`src/dtm_pkg.sv`:
```
/*
 * Package for the dual channel torque cut-off monitor: timing constants,
 * error codes and the packed carriers shared by the monitor.
 * Assumes a 100 MHz system clock; times stay in milliseconds and CYC_PER_MS gives the cycles per millisecond.
 */
package dtm_pkg;

	// ************************************************************
	// Timing
	// ************************************************************
	localparam int CLK_HZ = 100_000_000;
	localparam int CYC_PER_MS = CLK_HZ / 1000;
	localparam int SKEW_TOL_MS = 120;
	localparam int SHUT_MIN_MS = 190;
	localparam int SHUT_MAX_MS = 1480;
	localparam int SHUT_TYP_MS = 630;
	localparam int MISMATCH_MAX_MS = 1600;
	localparam int TRAVEL_CHECK_MS = 2500;
	localparam int INTERRUPT_MS = 200;
	localparam int MS_CNT_W = 24;

	// ************************************************************
	// Error codes
	// ************************************************************
	localparam logic [9:0] ERR_NONE = 10'h000;
	localparam logic [9:0] ERR_SKEW_WARN = 10'h215;
	localparam logic [9:0] ERR_DIAG_SHUT = 10'h3C0;
	localparam logic [9:0] ERR_REMAINS = 10'h15C;
	localparam logic [9:0] ERR_MISSING = 10'h214;
	localparam logic [9:0] ERR_NO_TRAVEL = 10'h15D;
	localparam logic [9:0] ERR_INTERRUPT = 10'h213;

	// ************************************************************
	// Carriers
	// ************************************************************
	typedef struct packed {
		logic chan_a;
		logic chan_b;
	} dtm_chan_t;

	typedef struct packed {
		logic skew_warn;
		logic diag_shut;
		logic remains;
		logic missing;
		logic no_travel;
		logic interrupt;
	} dtm_err_t;

	typedef enum logic [1:0] {
		DTM_EQUAL = 2'b00,
		DTM_SKEW = 2'b01,
		DTM_WARNED = 2'b10,
		DTM_LOCKED = 2'b11
	} dtm_diag_t;

endpackage

```
`src/dtm_monitor.sv`:
```
/*
 * Dual channel torque cut-off monitor: gates the power stage on two enable
 * channels, compares them, locks on a persistent mismatch and runs the
 * per-journey plausibility checks.
 * Assumes inputs synchronous to clock_in and power_on_reset_in asserted only
 * at power-up; reset_in is the ordinary reset and cannot release the lock.
 */
// How it works
// - Gate drive is enabled only while both channels are high and no lock exists.
// - With both channels low the cut-off state is active and all gate drives stay off.
// - The channels are compared all the time and a mismatch or internal fault forces the drive off.
// - Channel skew up to 120 ms is tolerated and longer skew raises warning 533.
// - A mismatch lasting past the warning shuts down with error 960 after 190 to 1480 ms, typically 630 ms.
// - A channel mismatch ends in safe shutdown within 1600 ms.
// - An internal fault or error 960 locks the device and only a power cycle clears it; errors 348, 532, 349 and 531 only latch.
// - A non-safety status output shows whether cut-off is active.
// - Cut-off applies no braking, it only withholds energy.
// - Both channels still low 2.5 s after travel start raise error 348.
// - Both channels still high 2.5 s after travel end raise error 532.
// - Both channels high at standstill without travel within 2.5 s raise error 349.
// - Channels dropped during travel raise error 531 after 200 ms.
`timescale 1ns/1ps
module dtm_monitor #(
	parameter int CYC_PER_MS = dtm_pkg::CYC_PER_MS
) (
	// Clock and resets
	input wire logic clock_in,
	input wire logic reset_in,
	input wire logic power_on_reset_in,
	// Safety inputs and travel state
	input wire dtm_pkg::dtm_chan_t torque_enable_in,
	input wire logic travel_in,
	input wire logic internal_fault_in,
	// Power stage
	output logic gate_enable_out,
	output logic brake_drive_out,
	// Status and errors
	output logic cutoff_state_indicator_out,
	output logic locked_out,
	output dtm_pkg::dtm_err_t error_out,
	output logic [9:0] error_code_out
);

	localparam logic [dtm_pkg::MS_CNT_W-1:0] SKEW_MS = dtm_pkg::MS_CNT_W'(dtm_pkg::SKEW_TOL_MS);
	localparam logic [dtm_pkg::MS_CNT_W-1:0] SHUT_MS = dtm_pkg::MS_CNT_W'(dtm_pkg::SHUT_TYP_MS);
	localparam logic [dtm_pkg::MS_CNT_W-1:0] CHECK_MS = dtm_pkg::MS_CNT_W'(dtm_pkg::TRAVEL_CHECK_MS);
	localparam logic [dtm_pkg::MS_CNT_W-1:0] INTR_MS = dtm_pkg::MS_CNT_W'(dtm_pkg::INTERRUPT_MS);
	localparam logic [31:0] PRESCALE_TOP = 32'(CYC_PER_MS - 1);

	// ************************************************************
	// Millisecond tick
	// ************************************************************
	logic [31:0] prescale, next_prescale;
	logic ms_tick, next_ms_tick;

	always_comb begin
		next_ms_tick = (prescale == PRESCALE_TOP);
		next_prescale = next_ms_tick ? 32'h0000_0000 : prescale + 32'h0000_0001;
	end

	always_ff @(posedge clock_in) begin
		if (reset_in || power_on_reset_in) begin
			prescale <= 32'h0000_0000;
			ms_tick <= 1'b0;
		end else begin
			prescale <= next_prescale;
			ms_tick <= next_ms_tick;
		end
	end

	// ************************************************************
	// Channel comparison and lock
	// ************************************************************
	// The lock survives reset_in on purpose: only a power cycle may release it.
	dtm_pkg::dtm_diag_t diag, next_diag;
	logic [dtm_pkg::MS_CNT_W-1:0] diag_ms, next_diag_ms;
	logic mismatch;
	logic warn_set, shut_set;

	always_comb begin
		mismatch = torque_enable_in.chan_a ^ torque_enable_in.chan_b;
		next_diag = diag;
		next_diag_ms = diag_ms;
		warn_set = 1'b0;
		shut_set = 1'b0;
		unique case (diag)
			dtm_pkg::DTM_EQUAL: begin
				next_diag_ms = '0;
				if (internal_fault_in) begin
					next_diag = dtm_pkg::DTM_LOCKED;
					shut_set = 1'b1;
				end else if (mismatch) begin
					next_diag = dtm_pkg::DTM_SKEW;
				end
			end
			dtm_pkg::DTM_SKEW: begin
				if (internal_fault_in) begin
					next_diag = dtm_pkg::DTM_LOCKED;
					shut_set = 1'b1;
				end else if (!mismatch) begin
					next_diag = dtm_pkg::DTM_EQUAL;
				end else if (ms_tick) begin
					if (diag_ms == SKEW_MS) begin
						next_diag = dtm_pkg::DTM_WARNED;
						next_diag_ms = '0;
						warn_set = 1'b1;
					end else begin
						next_diag_ms = diag_ms + 1'b1;
					end
				end
			end
			dtm_pkg::DTM_WARNED: begin
				// Shutdown at 630 ms after the warning: 120 + 630 stays within 1600 ms
				if (internal_fault_in) begin
					next_diag = dtm_pkg::DTM_LOCKED;
					shut_set = 1'b1;
				end else if (!mismatch) begin
					next_diag = dtm_pkg::DTM_EQUAL;
				end else if (ms_tick) begin
					if (diag_ms == SHUT_MS - 1'b1) begin
						next_diag = dtm_pkg::DTM_LOCKED;
						shut_set = 1'b1;
					end else begin
						next_diag_ms = diag_ms + 1'b1;
					end
				end
			end
			dtm_pkg::DTM_LOCKED: begin
				next_diag = dtm_pkg::DTM_LOCKED;
			end
		endcase
	end

	always_ff @(posedge clock_in) begin
		if (power_on_reset_in) begin
			diag <= dtm_pkg::DTM_EQUAL;
			diag_ms <= '0;
		end else begin
			diag <= next_diag;
			diag_ms <= next_diag_ms;
		end
	end

	// ************************************************************
	// Journey plausibility
	// ************************************************************
	logic travel_prev, next_travel_prev;
	logic [dtm_pkg::MS_CNT_W-1:0] start_ms, next_start_ms;
	logic [dtm_pkg::MS_CNT_W-1:0] end_ms, next_end_ms;
	logic [dtm_pkg::MS_CNT_W-1:0] idle_ms, next_idle_ms;
	logic [dtm_pkg::MS_CNT_W-1:0] intr_ms, next_intr_ms;
	logic start_arm, next_start_arm;
	logic end_arm, next_end_arm;
	logic idle_arm, next_idle_arm;
	logic both_hi, both_lo;
	logic hi_prev, next_hi_prev;
	dtm_pkg::dtm_err_t next_err;
	logic [9:0] next_code;

	always_comb begin
		both_hi = torque_enable_in.chan_a & torque_enable_in.chan_b;
		both_lo = !(torque_enable_in.chan_a | torque_enable_in.chan_b);
		next_travel_prev = travel_in;
		next_start_arm = start_arm;
		next_end_arm = end_arm;
		next_idle_arm = idle_arm;
		next_start_ms = start_ms;
		next_end_ms = end_ms;
		next_idle_ms = idle_ms;
		next_intr_ms = intr_ms;
		next_err = error_out;
		next_code = error_code_out;
		if (travel_in && !travel_prev) begin
			next_start_arm = 1'b1;
			next_start_ms = '0;
			next_end_arm = 1'b0;
		end
		if (!travel_in && travel_prev) begin
			next_end_arm = 1'b1;
			next_end_ms = '0;
			next_start_arm = 1'b0;
		end
		if (!start_arm || !both_lo) next_start_arm = (travel_in && !travel_prev) ? 1'b1 : 1'b0;
		if (!end_arm || !both_hi) next_end_arm = (!travel_in && travel_prev) ? 1'b1 : 1'b0;
		// Standstill watch starts when both channels rise with no travel; high after a journey is the end check's
		next_hi_prev = both_hi;
		if (travel_in || !both_hi) begin
			next_idle_arm = 1'b0;
			next_idle_ms = '0;
		end else if (!hi_prev) begin
			next_idle_arm = 1'b1;
		end
		if (ms_tick) begin
			if (start_arm && both_lo) begin
				if (start_ms == CHECK_MS - 1'b1) begin
					next_err.remains = 1'b1;
					next_code = dtm_pkg::ERR_REMAINS;
					next_start_arm = 1'b0;
				end else next_start_ms = start_ms + 1'b1;
			end
			if (end_arm && both_hi) begin
				if (end_ms == CHECK_MS - 1'b1) begin
					next_err.missing = 1'b1;
					next_code = dtm_pkg::ERR_MISSING;
					next_end_arm = 1'b0;
				end else next_end_ms = end_ms + 1'b1;
			end
			if (idle_arm && !travel_in && both_hi && idle_ms != CHECK_MS) begin
				next_idle_ms = idle_ms + 1'b1;
				if (idle_ms == CHECK_MS - 1'b1) begin
					next_err.no_travel = 1'b1;
					next_code = dtm_pkg::ERR_NO_TRAVEL;
				end
			end
		end
		// Interruption: travel active and channels dropped
		if (!travel_in || !both_lo || start_arm) begin
			next_intr_ms = '0;
		end else if (ms_tick && intr_ms != INTR_MS) begin
			next_intr_ms = intr_ms + 1'b1;
			if (intr_ms == INTR_MS - 1'b1) begin
				next_err.interrupt = 1'b1;
				next_code = dtm_pkg::ERR_INTERRUPT;
			end
		end
		if (warn_set) begin
			next_err.skew_warn = 1'b1;
			next_code = dtm_pkg::ERR_SKEW_WARN;
		end
		if (shut_set) begin
			next_err.diag_shut = 1'b1;
			next_code = dtm_pkg::ERR_DIAG_SHUT;
		end
	end

	always_ff @(posedge clock_in) begin
		if (reset_in || power_on_reset_in) begin
			travel_prev <= 1'b0;
			start_arm <= 1'b0;
			end_arm <= 1'b0;
			idle_arm <= 1'b0;
			hi_prev <= 1'b0;
			start_ms <= '0;
			end_ms <= '0;
			idle_ms <= '0;
			intr_ms <= '0;
		end else begin
			travel_prev <= next_travel_prev;
			start_arm <= next_start_arm;
			end_arm <= next_end_arm;
			idle_arm <= next_idle_arm;
			hi_prev <= next_hi_prev;
			start_ms <= next_start_ms;
			end_ms <= next_end_ms;
			idle_ms <= next_idle_ms;
			intr_ms <= next_intr_ms;
		end
	end

	// Latched errors and the lock flag ignore reset_in: only a power cycle clears them
	always_ff @(posedge clock_in) begin
		if (power_on_reset_in) begin
			error_out <= '0;
			error_code_out <= dtm_pkg::ERR_NONE;
			locked_out <= 1'b0;
		end else begin
			error_out <= next_err;
			error_code_out <= next_code;
			locked_out <= (next_diag == dtm_pkg::DTM_LOCKED);
		end
	end

	// ************************************************************
	// Outputs
	// ************************************************************
	logic next_gate, next_cutoff;

	always_comb begin
		next_gate = torque_enable_in.chan_a && torque_enable_in.chan_b && (next_diag != dtm_pkg::DTM_LOCKED);
		next_cutoff = !next_gate;
	end

	always_ff @(posedge clock_in) begin
		if (reset_in || power_on_reset_in) begin
			gate_enable_out <= 1'b0;
			brake_drive_out <= 1'b0;
			cutoff_state_indicator_out <= 1'b1;
		end else begin
			gate_enable_out <= next_gate;
			brake_drive_out <= 1'b0;
			cutoff_state_indicator_out <= next_cutoff;
		end
	end

endmodule // dtm_monitor

```
`config.mk`:
```
export PLATFORM = sky130hd
export DESIGN_NAME = dtm_monitor
export DESIGN_NICKNAME = d
export VERILOG_FILES = /design/src/dtm_pkg.sv /design/src/dtm_monitor.sv
export SDC_FILE = /design/constraint.sdc
export NUM_CORES = 1
export LEC_CHECK = 0
export ABC_AREA = 1
export BUFFER_PORTS_ARGS = -buffer_cell sky130_fd_sc_hd__buf_4
export CORE_ASPECT_RATIO = 1.1
export CORE_MARGIN = 2
export CORE_UTILIZATION = 45
export CTS_CLUSTER_SIZE = 8
export DETAILED_ROUTE_END_ITERATION = 8
export GPL_TIMING_DRIVEN = 1
export PLACE_DENSITY_LB_ADDON = 0.25
export SLEW_MARGIN = 10
export SYNTH_ARGS = -nofsm -noshare
export SYNTH_HDL_FRONTEND = slang
export SYNTH_SLANG_ARGS = --single-unit
export TNS_END_PERCENT = 20
```
`constraint.sdc`:
```
create_clock -name clock_in -period 1.7 [get_ports clock_in]
set_input_delay 0.085 -clock clock_in [delete_from_list [all_inputs] [get_ports clock_in]]
set_output_delay 0.085 -clock clock_in [all_outputs]
set_load 0.01 [all_outputs]
```
# Yosys cells after proc, flatten, opt, wreduce, memory -nomap -nowiden
# Cells that the tools add are included.
dict set report word_totals {
  ff_bits 179
  input_bits 7
  elab_cells 160
}
dict set report classes {
  n_addsub 6
  n_eq_ne 21
  muxes 68
  bitwise_logic 4
  n_reduce_logical 36
}
# operator count
set ops {}
lappend ops {{24-bit 2-to-1 mux} 19}
lappend ops {{24-bit by 1-bit adder with 24-bit output, second input constant} 5}
lappend ops {{10-bit 2-to-1 mux} 12}
lappend ops {{24-bit by 12-bit == test with 1-bit output, second input constant} 3}
lappend ops {{24-bit one-hot mux with 3 select lines} 1}
lappend ops {{32-bit by 1-bit adder with 32-bit output, second input constant} 1}
lappend ops {{32-bit by 17-bit == test with 1-bit output, second input constant} 1}
lappend ops {{24-bit by 10-bit == test with 1-bit output, second input constant} 1}
lappend ops {{24-bit by 7-bit == test with 1-bit output, second input constant} 1}
lappend ops {{24-bit by 8-bit == test with 1-bit output, second input constant} 1}
lappend ops {{1-bit 2-to-1 mux} 24}
lappend ops {{24-bit by 12-bit != test with 1-bit output, second input constant} 1}
lappend ops {{24-bit by 8-bit != test with 1-bit output, second input constant} 1}
lappend ops {{2-bit 2-to-1 mux} 10}
lappend ops {{2-bit != test, second input constant} 8}
lappend ops {{3-bit AND reduction} 4}
lappend ops {{1-bit logical AND} 10}
lappend ops {{2-bit OR reduction} 5}
lappend ops {{2-bit one-hot mux with 4 select lines} 1}
lappend ops {{8-bit AND reduction} 1}
lappend ops {{1-bit logical NOT} 7}
lappend ops {{2-bit == test, second input constant} 3}
lappend ops {{1-bit logical OR} 6}
lappend ops {{3-bit nonzero test} 1}
lappend ops {{8 further kinds} 8}

# Longest topological paths before layout
# Gate-level depths: netlist of the first run.
dict set report depth {
  word_depth 14
  mapped_depth 15
}

# Least setup slack after synthesis of the first run
# Ideal clock, no wire load.
dict set report synth_timing {
  path_type {reg-to-reg}
  start {register diag[0]}
  end {register diag_ms[9] (netlist name)}
  setup_ns 0.116
  arrival_ns 1.735
  slack_ns -0.151
  stages_incl_launch_ff 13
  period_less_slack_ns 1.851
  path_cell_list {dfxtp_1 inv_1 ha_1 inv_1 nand2_1 a21oi_2 nand2_4 inv_4 nand2_4 nand2_8 inv_6 buf_12 and3_1}
}
dict set report synth_via {
  elab_chain_cells 3
}
# element line
set synth_rtl {}
lappend synth_rtl {{start, declared} dtm_monitor.sv:75} ;# dtm_pkg::dtm_diag_t diag, next_diag;
lappend synth_rtl {{start signal, assigned} dtm_monitor.sv:136} ;# diag <= dtm_pkg::DTM_EQUAL;
lappend synth_rtl {{start signal, assigned} dtm_monitor.sv:139} ;# diag <= next_diag;
lappend synth_rtl {{2-bit == test (tied with other cells)} dtm_monitor.sv:86} ;# unique case (diag)
lappend synth_rtl {{2-bit != test (no line) / 3-bit nonzero test (equally long branches)} -}
lappend synth_rtl {{8-bit AND reduction (no line)} -}
lappend synth_rtl {{end signal, assigned} dtm_monitor.sv:140} ;# diag_ms <= next_diag_ms;
lappend synth_rtl {{end, declared} dtm_monitor.sv:76} ;# logic [dtm_pkg::MS_CNT_W-1:0] diag_ms, next_diag_ms;
# Several ways; a longest one is shown, not always the timed one.
# A chain may end at the register's enable or synchronous reset.

# Worst setup path after layout of the first run
dict set report layout_timing {
  start {register diag_ms[7] (netlist name)}
  end {register diag_ms[8] (netlist name)}
}
dict set report layout_via {
  elab_chain_cells 6
}
# element line
set layout_rtl {}
lappend layout_rtl {{24-bit by 1-bit adder with 24-bit output / 24-bit by 7-bit == test with 1-bit output (equally long branches)} {dtm_monitor.sv:108, dtm_monitor.sv:124, dtm_monitor.sv:103}}
lappend layout_rtl {{24-bit 2-to-1 mux (on tied branches)} {dtm_monitor.sv:120, dtm_monitor.sv:103}}
lappend layout_rtl {{24-bit 2-to-1 mux (on tied branches)} {dtm_monitor.sv:119, dtm_monitor.sv:102}}
lappend layout_rtl {{24-bit 2-to-1 mux (on tied branches)} {dtm_monitor.sv:117, dtm_monitor.sv:100}}
lappend layout_rtl {{24-bit 2-to-1 mux (on tied branches)} {dtm_monitor.sv:114, dtm_monitor.sv:97}}
lappend layout_rtl {{24-bit one-hot mux with 3 select lines} dtm_monitor.sv:86}
# Several ways; a longest one is shown, not always the timed one. The select of a mux whose other input is x is not followed.

==> flow_summary.yaml, run 1 <==
floorplan:
  die_y_um: 164
  rows: 58
  initial_core_util_pct: 45.9
  core_sq_mm: 0.0229
  die_width_um: 150
  num_io_pins: 27
  dieArea_sq_mm: 0.0245
synthesis:
  synth.distinct_cells: 55
  syn_avg_cell_area_sq_um: 6.47
  yosysWarningCount: 0
  synth-main-ff-cell: "dfxtp_1"
  synth_edf_count: 0
  synth-seq-area-share_pct: 34.2
  netlist_area_sq_mm: 0.0105
  synth-seq-cells: 179
  synthCells: 1621
  syn_nets: 1646
  synthArstFlopShare_pct: 0
clocking:
  htreeDepth: 4
  root_buffer: "clkbuf_16"
  cts_tree: "built"
  clk_pin_slew_ns: 0.08
  clock_sinks: 179
  cts_buffers: 17
  cts_max_path_buffers: 2
  clock_latency_ns: 0.43
final_layout:
  area_growth_pct: 37.6
  final_cell_mix: "nand2_1 (313), buf_4 (267), nor2_1 (199), inv_1 (187), dfxtp_1 (141)"
  nFillCells: 2019
  final_common_cell: "nand2_1"
  layout-drive-gt1-share_pct: 31.4
  num-nets-final: 1916
  n_antenna_cell: 0
timing:
  hold_violations: 0
  rsz0062_at_grt: "yes"
  setup_viol: 7
  whs_ns: 0.133
  fin_crit_ns: 1.72
  finalSetupTns_ns: -0.0615
  skew_ns: 0.0148
  timing.fmax_mhz: 580
  timing.final.crit_share_pct: 101
  slew_viol_final: 0
  setup_ws_ns: -0.0244
critical_path:
  critPathSlowestCell: "dfxtp_1"
  r2r_slack_ns: -0.02
  cp-startpoint: "diag_ms[7]"
  cp_max_fo: 8
  r2r_cells: 12
  r2r-start: "diag_ms[7]"
  crit_end: "diag_ms[8]"
  cp-start-kind: "flop"
  critPathCaptureType: "flop"
  worst-path-stages: 12
  cp_slowest_stage_delay_ns: 0.37
  crit_buf_inv: 3
  r2r_end: "diag_ms[8]"
  arrival_ns: 2.08
  crit_type: "flop to flop"
  critical_path.cell_chain: "inv_1, nand2_1, nor2_1, nand2_2, nor2_4, nand2_2, nand2_4, inv_8, nand2_4, nand2_8, buf_6, a211oi_2"
  worst_ep_required_time_ns: 2.06
  cp_top_family: "simple AND/OR/NAND/NOR gates"
pwr:
  power.leakage_nw: 5.71
  ir_drop_v: 0.000715
  p_per_area_mw_per_mm2: 733
global_routing:
  grt_pass1_wl_um: 48000
  grt-ovfl-total: 0
  antenna_found_initial: 0
  grt_pass1_vias: 10600
  grt_max_degree: 21
  grtUsageTotal_pct: 23.7
place:
  hpwl_um: 21600
  place_congestion: 0.921
  port_buffers: 25
drt:
  vias: 11700
  route.detailed.drc: 0
  wl_um: 30600
  vias_per_cell: 5.29
  wl_per_cell_um: 13.9
  dr.pass1.iters: 6
  postRouteAntennaNets: 0
  drt_iter0_drc: 822
worst_hold_path:
  hold_path.class: "primary input to flop"
run_status:
  outcome: "finished, violations left"
  violations: "setup timing"
flow_run:
  maxCapViolations: 0
==> logic make-up (layout without fill, tap and decap cells) <==
kind of cell / after synthesis / after routing / share of synthesized area (%)
AO/OA/AOI/OAI: 229 / 229 / 12.4
XOR/XNOR: 22 / 22 / 1.84
adder cells (fa/ha/maj): 18 / 18 / 2.15
buffers and inverters: 255 / 537 / 9.73
flip-flops: 179 / 179 / 34.2
other: 1 / 1 / 0.0358
AND/OR/NAND/NOR: 917 / 917 / 39.7
==> sequential cells by signal, indices dropped and copies added (netlist names), 6 cells and up <==
register and count:
idle_ms 24, error_out 6, prescale 32, end_ms 24, start_ms 24, error_code_out 10
intr_ms 24, diag_ms 24
==> final cells by class <==
type / count / area (sq um) / share of cell area, %
Timing Repair inverter: 1 / 8.76 / 0.0607
Tap cell: 300 / 375 / 2.60
Multi-Input combinational cell: 1187 / 6770 / 46.9
Sequential cell: 179 / 3650 / 25.3
Timing Repair Buffer: 284 / 2210 / 15.3
Clock buffer: 21 / 450 / 3.12
Inverter: 221 / 860 / 5.96
Clock inverter: 10 / 103 / 0.711
==> metrics by stage <==
stage,setup WS (ns),power (mW),std cells,instance area [sq um],util [%]
floorplan,0.0284,5.52,1621,10500,-
global placement,-0.158,6.17,2134,12600,54.9
detailed placement,-0.183,6.19,2134,12600,54.9
CTS,-0.0853,10.0,2181,13500,58.9
global route,-0.165,11.0,2203,14400,63.1
finish,-0.0244,10.6,2203,14400,63.1
==> routing by layer <==
layer	up-vias	GRT usage [%]	share of wire, %
li1	5845	-	-
met1	5434	30.1	44
met2	315	40.8	49
met3	65	3.64	4.5
met4	0	8.66	2.6
met5	-	0	0
==> tightest hold or removal path: cells and delay by family <==
family | cells | cell delay [ns]
AOI/OAI and AO/OA | 1 | 0.07
buffers and inverters | 2 | 0.36
==> timing repair <==
action / in CTS / in global routing
gates resized for setup: 66 / 241
hold buffers: 2 / 0
endpoints found under the setup margin: 79 / 152
buffers inserted: 14 / 21
hold endpoints to repair: 2 / 0
pin swaps: 19 / 62
cloned: 0 / 1
==> where the power goes <==
part / internal (mW) / switching (mW) / leakage [nW]
sequential: 4.29 / 0.0917 / 1.47
clock: 2.07 / 1.73 / 0.264
combinational: 1.07 / 1.33 / 3.98
total: 7.43 / 3.16 / 5.71
==> synth_stat cells, types with 4 or more instances <==
cell / n / area share (%)
nor2_4: 6 / 0.64
nand2_2: 11 / 0.66
ha_1: 18 / 2.1
a31oi_1: 5 / 0.30
nand3b_1: 6 / 0.43
xnor2_1: 10 / 0.84
nand3_2: 4 / 0.38
o21ai_2: 6 / 0.50
o211ai_1: 5 / 0.36
clkbuf_1: 10 / 0.36
inv_2: 8 / 0.29
buf_2: 16 / 0.76
dfxtp_1: 179 / 34
nand2_1: 344 / 12
nor3b_1: 9 / 0.64
nor4_1: 7 / 0.42
nand4_1: 56 / 3.3
nor2_2: 7 / 0.42
xor2_1: 12 / 1.0
nand3_1: 118 / 5.6
inv_1: 210 / 7.5
a211oi_1: 10 / 0.72
nor2_1: 252 / 9.0
a21oi_2: 10 / 0.84
a21oi_1: 107 / 5.1
o21ai_0: 68 / 3.2
or2_2: 4 / 0.24
nor3_1: 75 / 3.6
o21a_1: 6 / 0.43
nor3_2: 6 / 0.57
==> how the worst min path moves through the flow <==
| stage | from | cells past startpoint | endpoint |
|---|---|---|---|
| CTS | power_on_reset_in | 3 | diag[1] |
| detailed placement | hi_prev | 1 | idle_arm |
| global route | power_on_reset_in | 3 | locked_out |
| floorplan | travel_in | 2 | travel_prev |
| global placement | hi_prev | 1 | idle_arm |
| finish | power_on_reset_in | 3 | error_out[1] |
No activity file was read; power rests on OpenSTA's default activity.
==> run 2, diff against run 1 <==
--- a/config.mk
+++ b/config.mk
@@ -14,6 +14,7 @@
 export DETAILED_ROUTE_END_ITERATION = 8
 export GPL_TIMING_DRIVEN = 1
 export PLACE_DENSITY_LB_ADDON = 0.25
+export SKIP_LAST_GASP = 1
 export SLEW_MARGIN = 10
 export SYNTH_ARGS = -nofsm -noshare
 export SYNTH_HDL_FRONTEND = slang
==> run 2 against run 1 <==
Compared with the run above: the run still ends with setup timing left; utilization is 0.28 points lower; sequential share of layout area rose by 0.15 points; fmax down 3.0%; worst setup slack worse by 0.052 ns; first-iteration DRC count shrank 7.2%; clock power is essentially flat; power decreased by 0.37%; flip-flop and latch count unchanged; largest power group unchanged.
==> flow_summary.yaml, run 2 (synthesis gave the netlist of run 1 again) <==
drt:
  wl_per_cell_um: 13.6
  vias: 11600
  postRouteAntennaNets: 0
  drt_iter0_drc: 763
  route.detailed.drc: 0
  wl_um: 30000
  dr.pass1.iters: 5
  vias_per_cell: 5.22
critical_path:
  critPathSlowestCell: "dfxtp_1"
  cp-start-kind: "flop"
  r2r-start: "diag_ms[7]"
  cp_max_fo: 8
  arrival_ns: 2.15
  crit_buf_inv: 4
  crit_type: "flop to flop"
  cp_top_family: "simple AND/OR/NAND/NOR gates"
  critical_path.cell_chain: "inv_1, nand2_1, nor2_1, nand2_2, nor2_2, nand2_2, nand2_4, inv_8, nand2_4, nand2_8, buf_12, inv_8, o21ai_2, a21oi_2"
  cp_slowest_stage_delay_ns: 0.37
  cp-startpoint: "diag_ms[7]"
  critPathCaptureType: "flop"
  worst_ep_required_time_ns: 2.07
floorplan:
  rows: 58
  dieArea_sq_mm: 0.0245
  initial_core_util_pct: 45.9
  die_width_um: 150
  core_sq_mm: 0.0229
  die_y_um: 164
  num_io_pins: 27
global_routing:
  grt_pass1_wl_um: 47700
  use_met3_pct: 3.50
  grt_use_met1_pct: 30.0
  grtUsageMet2_pct: 40.6
  grt-ovfl-total: 0
  grt_max_degree: 21
  grt_pass1_vias: 10500
  grtUsageTotal_pct: 23.6
  busiest_layer: "met2"
  antenna_found_initial: 0
pwr:
  p_seq_share_pct: 41.4
  power.switching_mw: 3.13
  p_int_mw: 7.41
  ir_drop_v: 0.000659
  clock_power_share_pct: 36.0
  p_sw_share_pct: 29.7
  p_comb_share_pct: 22.6
  power.leakage_nw: 5.68
  p_per_area_mw_per_mm2: 734
place:
  place_congestion: 0.921
  placed_cell_area_sq_mm: 0.0126
  hpwl_um: 21600
  port_buffers: 25
  dp_slack_ns: -0.183
final_layout:
  layout-drive-gt1-share_pct: 29.7
  area_growth_pct: 37.0
  largest_reg_flops: 32
  num-nets-final: 1927
  final_cell_area_sq_mm: 0.0144
  multi_input_area_sq_mm: 0.00662
  register_area_sq_mm: 0.00365
  n_antenna_cell: 0
  final_common_cell: "nand2_1"
  nFillCells: 2001
  regMostFlops: "prescale"
  final_cell_mix: "nand2_1 (313), buf_4 (279), nor2_1 (215), inv_1 (190), dfxtp_1 (145)"
timing:
  setup_viol: 26
  setup_ws_ns: -0.0769
  finalSetupTns_ns: -0.776
  worstMarginPinSlew_ns: 0.530
  slew_viol_final: 0
  rsz0062_at_grt: "yes"
  skew_ns: 0.0153
  timing.final.crit_share_pct: 105
  fin_crit_ns: 1.78
  max_slew_margin_pct: 64.4
  hold_violations: 0
  timing.fmax_mhz: 563
clocking:
  clock_sinks: 179
  root_buffer: "clkbuf_16"
  cts_buffers: 17
  clk_pin_slew_ns: 0.07
  clock_latency_ns: 0.44
  cts_max_path_buffers: 2
  cts_tree: "built"
  htreeDepth: 4
run_status:
  violations: "setup timing"
  outcome: "finished, violations left"
flow_run:
  maxCapViolations: 0
worst_hold_path:
  hp-start: "power_on_reset_in"
  hold_path.class: "primary input to flop"
==> run 2: changes by cell type in the layout (fill, tap and decap cells not counted), sizes merged <==
| cell | change |
|---|---|
| clkinvlp | +1 |
| inv | -1 |
| buf | +11 |
==> run 2: power groups by stage <==
stage | combinational [mW] | sequential, mW | clock [mW]
floorplan | 1.06 | 4.46 | 0
global placement | 1.73 | 4.44 | 0
detailed placement | 1.75 | 4.44 | 0
CTS | 1.79 | 4.35 | 3.88
global route | 2.55 | 4.38 | 4.03
finish | 2.38 | 4.37 | 3.80
==> run 2: final cells by class <==
type,count,area share [%]
repair buffers,295,15.9
flip-flops and latches,179,25.4
clock inverters,10,0.714
inverters,221,6.03
repair inverters,1,0.0784
clock buffers,21,3.14
multi-input cells,1187,46.1
well taps,300,2.61
==> run 2: final timing paths <==
kind / endpoint / slack, ns / cells after the start
worst max register to register: diag_ms[4] / -0.08 / 14
worst max-delay path: diag_ms[4] / -0.08 / 14
worst min-delay path: error_out[1] / 0.13 / 3
worst min register to register: idle_arm / 0.41 / 1
==> run 2: routing by layer <==
layer,wire length [um],up-vias
met5,0,-
met4,756,0
met3,1430,68
met2,14600,306
met1,13300,5332
li1,-,5857
==> run 2: what timing repair did <==
| action | in CTS | in global routing |
|---|---|---|
| resized for setup | 42 | 211 |
| pin swaps | 19 | 64 |
| gates cloned | 0 | 1 |
| hold endpoints to repair | 2 | 0 |
| buffers inserted | 14 | 33 |
| hold buffers | 2 | 0 |
| endpoints found under the setup margin | 79 | 151 |
==> run 2: metrics by stage <==
stage / power (mW) / instances / utilization, % / hold slack (ns)
after CTS: 10.0 / 2181 / 58.5 / 0.0970
after global placement: 6.17 / 2134 / 54.9 / 0.393
after global routing: 11.0 / 2214 / 62.8 / 0.135
after floorplan: 5.52 / 1621 / - / 0.258
final: 10.5 / 2214 / 62.8 / 0.126
after detailed placement: 6.19 / 2134 / 54.9 / 0.394
==> run 2: worst reg2reg max path, stage by stage (launching register included) <==
cell and delay [ns]:
dfxtp_1 0.37, inv_1 0.09, nand2_1 0.05, nor2_1 0.13, nand2_2 0.07, nor2_2 0.17
nand2_2 0.09, nand2_4 0.14, inv_8 0.07, nand2_4 0.08, nand2_8 0.08, buf_12 0.15
inv_8 0.06, o21ai_2 0.05, a21oi_2 0.10
